File: src/core/pae_pkg.sv
package pae_pkg;
  // ********************************
  // sizes
  // ********************************
  localparam int CH_N = 4;
  localparam int DW = 16;
  localparam int EW = 18;
  localparam int KIND_W = 5;
  localparam int AW = 8;
  localparam int IRQ_W = 5;
  localparam int IRQ_REJECT = 4;
  localparam int ASSIGN_BIT = 8;
  localparam int CTRL_RESTART_BIT = 0;
  localparam int SLOT_MSB = 7;
  localparam int SLOT_LSB = 5;

  // ********************************
  // type codes
  // ********************************
  localparam logic [KIND_W-1:0] TYPE_OFF = 5'h00;
  localparam logic [KIND_W-1:0] TYPE_BAND_OUT = 5'h01;
  localparam logic [KIND_W-1:0] TYPE_UPPER = 5'h02;
  localparam logic [KIND_W-1:0] TYPE_LOWER = 5'h03;
  localparam logic [KIND_W-1:0] TYPE_BAND_IN = 5'h04;
  localparam logic [KIND_W-1:0] TYPE_BAND_OUT_SB = 5'h05;
  localparam logic [KIND_W-1:0] TYPE_UPPER_SB = 5'h06;
  localparam logic [KIND_W-1:0] TYPE_LOWER_SB = 5'h07;
  localparam logic [KIND_W-1:0] TYPE_ABS_UPPER = 5'h08;
  localparam logic [KIND_W-1:0] TYPE_LOOP = 5'h0C;
  localparam logic [KIND_W-1:0] TYPE_RATE = 5'h0D;
  localparam logic [KIND_W-1:0] TYPE_RST = TYPE_UPPER;
  localparam logic [DW-1:0] HYST_RST = 16'h0002;

  // ********************************
  // register map
  // ********************************
  localparam logic [AW-1:0] REG_CTRL = 8'h00;
  localparam logic [AW-1:0] REG_LIVE = 8'h04;
  localparam logic [AW-1:0] REG_IRQ_STAT = 8'h08;
  localparam logic [AW-1:0] REG_IRQ_MASK = 8'h0C;
  localparam logic [2:0] SLOT_FIRST = 3'h1;
  localparam logic [2:0] SLOT_LAST = 3'h4;
  localparam logic [4:0] CH_TYPE = 5'h00;
  localparam logic [4:0] CH_VALUE = 5'h04;
  localparam logic [4:0] CH_UPPER = 5'h08;
  localparam logic [4:0] CH_LOWER = 5'h0C;
  localparam logic [4:0] CH_HYST = 5'h10;

  typedef enum {
    MODE_OFF, MODE_BAND_OUT, MODE_UPPER, MODE_LOWER, MODE_BAND_IN, MODE_ABS_UP, MODE_LOOP
  } pae_mode_t;

  typedef struct packed {
    logic [KIND_W-1:0] kind;
    logic assigned;
    logic signed [DW-1:0] value;
    logic signed [DW-1:0] upper;
    logic signed [DW-1:0] lower;
    logic signed [DW-1:0] hyst;
  } pae_cfg_t;

  typedef struct packed {
    logic signed [DW-1:0] pv;
    logic signed [DW-1:0] sp;
  } pae_meas_t;
endpackage

File: src/core/pae_channel.sv
`timescale 1ns/1ns
module pae_channel (
  input wire logic clk_sys,
  input wire logic reset,
  input wire pae_pkg::pae_cfg_t cfg,
  input wire pae_pkg::pae_meas_t meas,
  input wire logic restart,
  input wire logic lba_in,
  output logic alarm
);
  import pae_pkg::*;

  pae_mode_t mode;
  logic stby, armed, trip, hold, overlap, next_alarm;
  logic signed [EW-1:0] pv, h, hi_lim, lo_lim, up_thr, dn_thr, abs_thr;

  // ********************************
  // thresholds
  // ********************************
  // widened so sp plus deviation cannot wrap
  assign pv = EW'(meas.pv);
  assign h = (cfg.kind == TYPE_LOOP || cfg.kind == TYPE_RATE) ? '0 : EW'(cfg.hyst);
  assign hi_lim = EW'(meas.sp) + EW'(cfg.upper);
  assign lo_lim = EW'(meas.sp) - EW'(cfg.lower);
  assign up_thr = EW'(meas.sp) + EW'(cfg.value);
  assign dn_thr = EW'(meas.sp) - EW'(cfg.value);
  assign abs_thr = EW'(cfg.value);
  assign overlap = (hi_lim - h) <= (lo_lim + h);
  assign stby = (cfg.kind == TYPE_BAND_OUT_SB) || (cfg.kind == TYPE_UPPER_SB) ||
                (cfg.kind == TYPE_LOWER_SB);

  always_comb begin
    case (cfg.kind)
      TYPE_BAND_OUT, TYPE_BAND_OUT_SB: mode = MODE_BAND_OUT;
      TYPE_UPPER, TYPE_UPPER_SB: mode = MODE_UPPER;
      TYPE_LOWER, TYPE_LOWER_SB: mode = MODE_LOWER;
      TYPE_BAND_IN: mode = MODE_BAND_IN;
      TYPE_ABS_UPPER: mode = MODE_ABS_UP;
      TYPE_LOOP: mode = MODE_LOOP;
      default: mode = MODE_OFF;
    endcase
  end

  // ********************************
  // evaluation
  // ********************************
  always_comb begin
    trip = 1'b0;
    hold = 1'b0;
    case (mode)
      MODE_BAND_OUT: begin
        trip = (pv > hi_lim) || (pv < lo_lim);
        hold = (pv > hi_lim - h) || (pv < lo_lim + h);
      end
      MODE_UPPER: begin
        trip = pv >= up_thr;
        hold = pv >= up_thr - h;
      end
      MODE_LOWER: begin
        trip = pv <= dn_thr;
        hold = pv <= dn_thr + h;
      end
      MODE_BAND_IN: begin
        trip = (pv >= lo_lim) && (pv <= hi_lim);
        hold = (pv >= lo_lim - h) && (pv <= hi_lim + h);
      end
      MODE_ABS_UP: begin
        trip = pv > abs_thr;
        hold = pv > abs_thr - h;
      end
      default: begin
        trip = 1'b0;
        hold = 1'b0;
      end
    endcase
  end

  always_comb begin
    if (!cfg.assigned || mode == MODE_OFF) begin
      next_alarm = 1'b0;
    end else if (mode == MODE_LOOP) begin
      next_alarm = lba_in;
    end else if (stby && (armed || restart)) begin
      next_alarm = 1'b0;
    end else if (cfg.kind == TYPE_BAND_OUT_SB && overlap) begin
      next_alarm = 1'b0;
    end else begin
      next_alarm = alarm ? hold : trip;
    end
  end

  // restart wins over the disarm in the same cycle
  always_ff @(posedge clk_sys) begin
    if (reset || restart || !cfg.assigned) begin
      armed <= 1'b1;
    end else if (stby && armed && !trip) begin
      armed <= 1'b0;
    end
  end

  always_ff @(posedge clk_sys) begin
    if (reset) begin
      alarm <= 1'b0;
    end else begin
      alarm <= next_alarm;
    end
  end
endmodule

File: src/core/pae_top.sv
`timescale 1ns/1ns
module pae_top #(
  parameter bit POS_PROP = 1'b0
) (
  input wire logic clk_sys,
  input wire logic reset,
  input wire logic psel,
  input wire logic penable,
  input wire logic pwrite,
  input wire logic [pae_pkg::AW-1:0] paddr,
  input wire logic [31:0] pwdata,
  output logic [31:0] prdata,
  output logic pready,
  output logic pslverr,
  input wire pae_pkg::pae_meas_t meas,
  input wire logic loop_break_alarm,
  output logic [pae_pkg::CH_N-1:0] alarm_out,
  output logic irq
);
  import pae_pkg::*;

  // ********************************
  // bus decode
  // ********************************
  logic setup_ph, acc_wr, ch_hit, mapped;
  logic [2:0] slot;
  logic [4:0] ch_off;
  logic [1:0] ch_sel;

  assign setup_ph = psel && !penable;
  assign acc_wr = psel && penable && pwrite;
  assign slot = paddr[SLOT_MSB:SLOT_LSB];
  assign ch_off = paddr[SLOT_LSB-1:0];
  assign ch_hit = (slot >= SLOT_FIRST) && (slot <= SLOT_LAST);
  assign ch_sel = 2'(slot - SLOT_FIRST);
  // zero wait states: every access completes in its first access cycle
  assign pready = 1'b1;

  always_comb begin
    mapped = 1'b0;
    if (ch_hit) begin
      case (ch_off)
        CH_TYPE, CH_VALUE, CH_UPPER, CH_LOWER, CH_HYST: mapped = 1'b1;
        default: mapped = 1'b0;
      endcase
    end else begin
      case (paddr)
        REG_CTRL, REG_LIVE, REG_IRQ_STAT, REG_IRQ_MASK: mapped = 1'b1;
        default: mapped = 1'b0;
      endcase
    end
  end

  // ********************************
  // type code acceptance
  // ********************************
  logic [KIND_W-1:0] new_kind;
  logic kind_legal, type_wr, type_ok, reject_ev;

  assign new_kind = pwdata[KIND_W-1:0];

  // unsupported codes are refused as a whole write, assignment bit included
  always_comb begin
    if (new_kind == TYPE_LOOP) begin
      kind_legal = (ch_sel == 2'h0) && !POS_PROP;
    end else begin
      kind_legal = new_kind <= TYPE_ABS_UPPER;
    end
  end

  assign type_wr = acc_wr && ch_hit && (ch_off == CH_TYPE);
  assign type_ok = type_wr && kind_legal;
  assign reject_ev = type_wr && !kind_legal;

  // ********************************
  // channel configuration
  // ********************************
  pae_cfg_t [CH_N-1:0] cfg;

  always_ff @(posedge clk_sys) begin
    if (reset) begin
      for (int i = 0; i < CH_N; i++) begin
        cfg[i].kind <= TYPE_RST;
        cfg[i].assigned <= 1'b0;
        cfg[i].value <= '0;
        cfg[i].upper <= '0;
        cfg[i].lower <= '0;
        cfg[i].hyst <= HYST_RST;
      end
    end else if (acc_wr && ch_hit) begin
      case (ch_off)
        CH_TYPE: begin
          if (kind_legal) begin
            cfg[ch_sel].kind <= new_kind;
            cfg[ch_sel].assigned <= pwdata[ASSIGN_BIT];
          end
        end
        CH_VALUE: cfg[ch_sel].value <= pwdata[DW-1:0];
        CH_UPPER: cfg[ch_sel].upper <= pwdata[DW-1:0];
        CH_LOWER: cfg[ch_sel].lower <= pwdata[DW-1:0];
        CH_HYST: cfg[ch_sel].hyst <= pwdata[DW-1:0];
        default: begin
        end
      endcase
    end
  end

  // ********************************
  // standby restart
  // ********************************
  logic sb_restart;
  logic [CH_N-1:0] restart;

  assign sb_restart = acc_wr && (paddr == REG_CTRL) && pwdata[CTRL_RESTART_BIT];

  // a new type code starts its standby afresh
  always_comb begin
    for (int i = 0; i < CH_N; i++) begin
      restart[i] = sb_restart ||
                   (type_ok && (ch_sel == 2'(i)) && (new_kind != cfg[i].kind));
    end
  end

  // ********************************
  // channels
  // ********************************
  for (genvar g = 0; g < CH_N; g++) begin : g_ch
    pae_channel u_ch (
      .clk_sys(clk_sys),
      .reset(reset),
      .cfg(cfg[g]),
      .meas(meas),
      .restart(restart[g]),
      .lba_in((g == 0) ? loop_break_alarm : 1'b0),
      .alarm(alarm_out[g])
    );
  end

  // ********************************
  // interrupts
  // ********************************
  logic [CH_N-1:0] alarm_q;
  logic [IRQ_W-1:0] irq_stat;
  logic [IRQ_W-1:0] irq_mask;
  logic [IRQ_W-1:0] irq_set;
  logic [IRQ_W-1:0] irq_clr;

  always_ff @(posedge clk_sys) begin
    if (reset) begin
      alarm_q <= '0;
    end else begin
      alarm_q <= alarm_out;
    end
  end

  assign irq_set = {reject_ev, alarm_out & ~alarm_q};
  assign irq_clr = (acc_wr && paddr == REG_IRQ_STAT) ? pwdata[IRQ_W-1:0] : '0;

  // set beats clear so an event in the clearing cycle survives
  always_ff @(posedge clk_sys) begin
    if (reset) begin
      irq_stat <= '0;
    end else begin
      irq_stat <= (irq_stat & ~irq_clr) | irq_set;
    end
  end

  always_ff @(posedge clk_sys) begin
    if (reset) begin
      irq_mask <= '0;
    end else if (acc_wr && paddr == REG_IRQ_MASK) begin
      irq_mask <= pwdata[IRQ_W-1:0];
    end
  end

  assign irq = |(irq_stat & irq_mask);

  // ********************************
  // read path
  // ********************************
  logic [31:0] next_rdata;

  always_comb begin
    next_rdata = '0;
    if (ch_hit) begin
      case (ch_off)
        CH_TYPE: begin
          next_rdata[KIND_W-1:0] = cfg[ch_sel].kind;
          next_rdata[ASSIGN_BIT] = cfg[ch_sel].assigned;
        end
        CH_VALUE: next_rdata[DW-1:0] = cfg[ch_sel].value;
        CH_UPPER: next_rdata[DW-1:0] = cfg[ch_sel].upper;
        CH_LOWER: next_rdata[DW-1:0] = cfg[ch_sel].lower;
        CH_HYST: next_rdata[DW-1:0] = cfg[ch_sel].hyst;
        default: next_rdata = '0;
      endcase
    end else begin
      case (paddr)
        REG_LIVE: next_rdata[CH_N-1:0] = alarm_out;
        REG_IRQ_STAT: next_rdata[IRQ_W-1:0] = irq_stat;
        REG_IRQ_MASK: next_rdata[IRQ_W-1:0] = irq_mask;
        default: next_rdata = '0;
      endcase
    end
  end

  // captured in the setup cycle, so data sits on flops for the access cycle
  always_ff @(posedge clk_sys) begin
    if (reset) begin
      prdata <= '0;
      pslverr <= 1'b0;
    end else if (setup_ph) begin
      prdata <= pwrite ? '0 : next_rdata;
      pslverr <= !mapped;
    end
  end
endmodule

File: config.mk
export PLATFORM = sky130hd
export DESIGN_NAME = pae_top
export DESIGN_NICKNAME = d
export VERILOG_FILES = /design/src/core/pae_pkg.sv /design/src/core/pae_channel.sv /design/src/core/pae_top.sv
export SDC_FILE = /design/constraint.sdc
export NUM_CORES = 2
export LEC_CHECK = 0
export ABC_AREA = 1
export BUFFER_PORTS_ARGS = -buffer_cell sky130_fd_sc_hd__buf_2
export CAP_MARGIN = 20
export CORE_MARGIN = 2
export CORE_UTILIZATION = 50
export CTS_CLUSTER_DIAMETER = 120
export DETAILED_ROUTE_END_ITERATION = 10
export PLACE_DENSITY = 0.77
export SLEW_MARGIN = 5
export SYNTH_ARGS = -nofsm -noshare
export SYNTH_HDL_FRONTEND = slang
export SYNTH_SLANG_ARGS = --single-unit
File: constraint.sdc
create_clock -name clk_sys -period 12.5 [get_ports clk_sys]
set_input_delay 1.25 -clock clk_sys [delete_from_list [all_inputs] [get_ports clk_sys]]
set_output_delay 1.25 -clock clk_sys [all_outputs]
set_load 0.05 [all_outputs]
==> flow_summary_export.csv <==
group,metric,value,unit
run_status,status,"complete, no violations",
layout,layout.cells.non_filler,12470,
worst_setup_path,cp_slowest_stage_delay,450,ps
place,dp.cells,12390,
routing,vias,78170,
cts,insertion_delay,550,ps
yosys,synth_cells,10610,
yosys,synth_edf_count,0,
floorplanning,rows,138,
power_and_ir_drop,peakVddDrop,0.00009234,V
cts,cts_buffers,38,
routing,drt-initial-drc-count,9842,
floorplanning,num_io_pins,117,
floorplanning,core_area,141200,um^2
yosys,yosysMostFrequentCell,"ha_1",
routing,drc,0,
yosys,ys_seq_area_share,9.337,%
layout,drive_gt1_share,2.859,%
cts,clock-root-buffer,"clkbuf_16",
cts,cts.sinks,331,
cts,cts_hold_buffers,0,
worst_setup_path,cp.buffers_inverters,7,
cts,htreeDepth,2,
global_route,grtUsageTotal,39.48,%
global_route,globalRoute.totalOverflow,0,
sta,clock.fmax,126.3,MHz
yosys,yosysTopAreaCell,"ha_1",
worst_setup_path,end_kind,"flop",
worst_setup_path,cp_top_family,"compound AO/OA/AOI/OAI gates",
yosys,ys_seq_elements,331,
cts,postCtsSetupBuffers,0,
worst_setup_path,crit_top_cell,"nand2_1",
routing,wl_met1,117.4,mm
worst_setup_path,cp-start-kind,"input port",
layout,register_area,6626,um^2
global_route,grt_pass1_wl,440.0,mm
layout,syn_to_final_growth,5.171,%
routing,wirelength,301.1,mm
worst_setup_path,slowest_stage,"ha_1",
yosys,synth_ff_type,"dfxtp_1",
layout,multi_input_area,57080,um^2
global_route,grt_antenna_before_repair,31,
floorplanning,initial_core_util,50.25,%
job,cap_viol_max_count,0,
cts,clk_path_buf_depth,3,
cts,tritoncts,"yes",
sta,tightest_slew,1302,ps
place,finalWeightedCongestion,1.097,
floorplanning,die_width,380.8,um
worst_setup_path,path_class,"input port to flop",
sta,timing.final.crit_share,63.34,%
worst_setup_path,cp_data_required_time,12940,ps
yosys,synthTopCellsByArea,"ha_1, a21oi_1, dfxtp_1, inv_1, nand2_1",
power_and_ir_drop,p_leak,37.24,nW
routing,wire_per_inst,24.15,um
sta,setup_violations,0,
sta,clock_skew,20.42,ps
routing,routed_via_density,6.269,
yosys,synthArstFlopShare,0,%
yosys,syn-mean-instance-area,6.689,um^2
power_and_ir_drop,finalPower,4.554,mW
layout,fillCellCount,13990,
floorplanning,dieArea,145000,um^2
power_and_ir_drop,power_density,61.01,nW/um^2
sta,hold_violations,0,
yosys,synth_top_cell_area_share,28.82,%
worst_setup_path,critical_path.max_fanout,9,
sta,slew_headroom,12.86,%
sta,layout_min_cycle_time,7917,ps
yosys,syn_area,70970,um^2
worst_hold_path,hold_path.class,"flop to flop",
sta,drv_slew,0,
routing,met2_length,119.4,mm
routing,drt_first_pass_iters,9,
yosys,ys_types,59,
place,post-dp-hpwl,230.8,mm
yosys,yosys_warnings,0,
routing,top_layer,"met5",
routing,wl_met3,39.84,mm
cts,cts_resized,0,
cts,cts.clk_slew.worst_paths,70,ps
yosys,synthTopCellsByCount,"ha_1, inv_1, nand2_1",
global_route,grt_max_degree,100,
floorplanning,fp.dieH,380.8,um
worst_setup_path,cp_data_arrival_time,8360,ps
place,portBuffers,83,
layout,nets,12290,
global_route,grt_pass1_vias,72400,
sta,rsz0062_at_grt,"no",
sta,tns,0,ps
routing,ant_nets,0,
report_power, final:
part           switching [mW]  total [mW]  internal (mW)  leakage, nW
clock                   0.487        1.15          0.666        0.624
combinational            1.55        2.34          0.796         33.9
sequential            0.00259        1.06           1.06         2.67
total                    2.04        4.55           2.52         37.2
area by class of cell:
cell class | count | share of cell area [%]
Antenna cell | 15 | 0.05029
Clock buffer | 57 | 1.562
Clock inverter | 10 | 0.1140
Inverter | 1616 | 8.127
Multi-Input combinational cell | 8368 | 76.48
Sequential cell | 331 | 8.878
Tap cell | 1890 | 3.168
Timing Repair Buffer | 182 | 1.624
layer usage:
layer | vias to the layer above | GRT usage (%)
li1 | 36340 | -
met1 | 36040 | 50.42
met2 | 4615 | 57.99
met3 | 1158 | 10.64
met4 | 28 | 26.08
met5 | - | 0
cells by family (layout without fill, tap and decap cells):
family	after synthesis	in the layout	share of synthesized area (%)
AND/OR/NAND/NOR	3172	3172	18.95
AO/OA/AOI/OAI	2849	2849	23.25
buffers and inverters	1927	1865	10.35
adder cells (fa/ha/maj)	1679	1679	30.07
XOR/XNOR	651	651	8.034
flip-flops	331	331	9.337
other	2	32	0.01058
final timing paths:
| kind | from | end | slack [ps] | depth (start not counted) |
|---|---|---|---|---|
| worst min register to register | alarm_q[2] | irq_stat[2] | 420 | 1 |
| worst max register to register | flop | g_ch[1].u_ch.alarm | 5710 | 29 |
| worst max-delay path | meas[0] | g_ch[2].u_ch.alarm | 4580 | 41 |
| worst min-delay path | alarm_q[2] | irq_stat[2] | 420 | 1 |
layout by cell type (no fill, tap or decap), types with 10 or more instances in the layout:
master / count
o22ai_1: 18
a22oi_1: 85
nor2_1: 745
diode_2: 15
a21oi_1: 1453
o2111ai_1: 88
a221oi_1: 73
fa_1: 44
a21o_1: 46
o311ai_0: 17
buf_4: 114
nand3_1: 412
xnor2_1: 91
o21ai_0: 586
conb_1: 17
xor2_1: 560
o221ai_1: 27
nand3b_1: 19
nand2_1: 1537
ha_1: 1634
nor3_1: 192
o211ai_1: 76
inv_1: 1594
o21bai_1: 146
o31ai_1: 49
a211oi_1: 79
dfxtp_1: 331
nor4_1: 46
a21boi_0: 20
or2_2: 23
buf_2: 66
inv_2: 18
a31oi_1: 40
or4_1: 10
clkbuf_16: 41
o21a_1: 19
nand4_1: 170
stage by stage:
stage | setup WS, ps | utilization [%] | hold slack [ps] | instance area, um^2
CTS | 4791 | 52.82 | 427.4 | 74600
global route | 4071 | 52.82 | 441.2 | 74610
global placement | 4345 | 51.93 | 411.1 | 73350
floorplan | 6121 | - | 407.8 | 71030
detailed placement | 4265 | 51.93 | 422.9 | 73350
finish | 4583 | 52.85 | 417.4 | 74640
worst reg2reg max path: cells and delay by family (launching register included):
kind | cells | cell delay [ps]
buffers and inverters | 4 | 980
XOR/XNOR | 1 | 150
flip-flops | 1 | 500
AO/OA/AOI/OAI | 10 | 2000
adder cells (fa/ha/maj) | 2 | 820
AND/OR/NAND/NOR | 12 | 2250
Note: power is estimated with default switching activity, not from simulation.
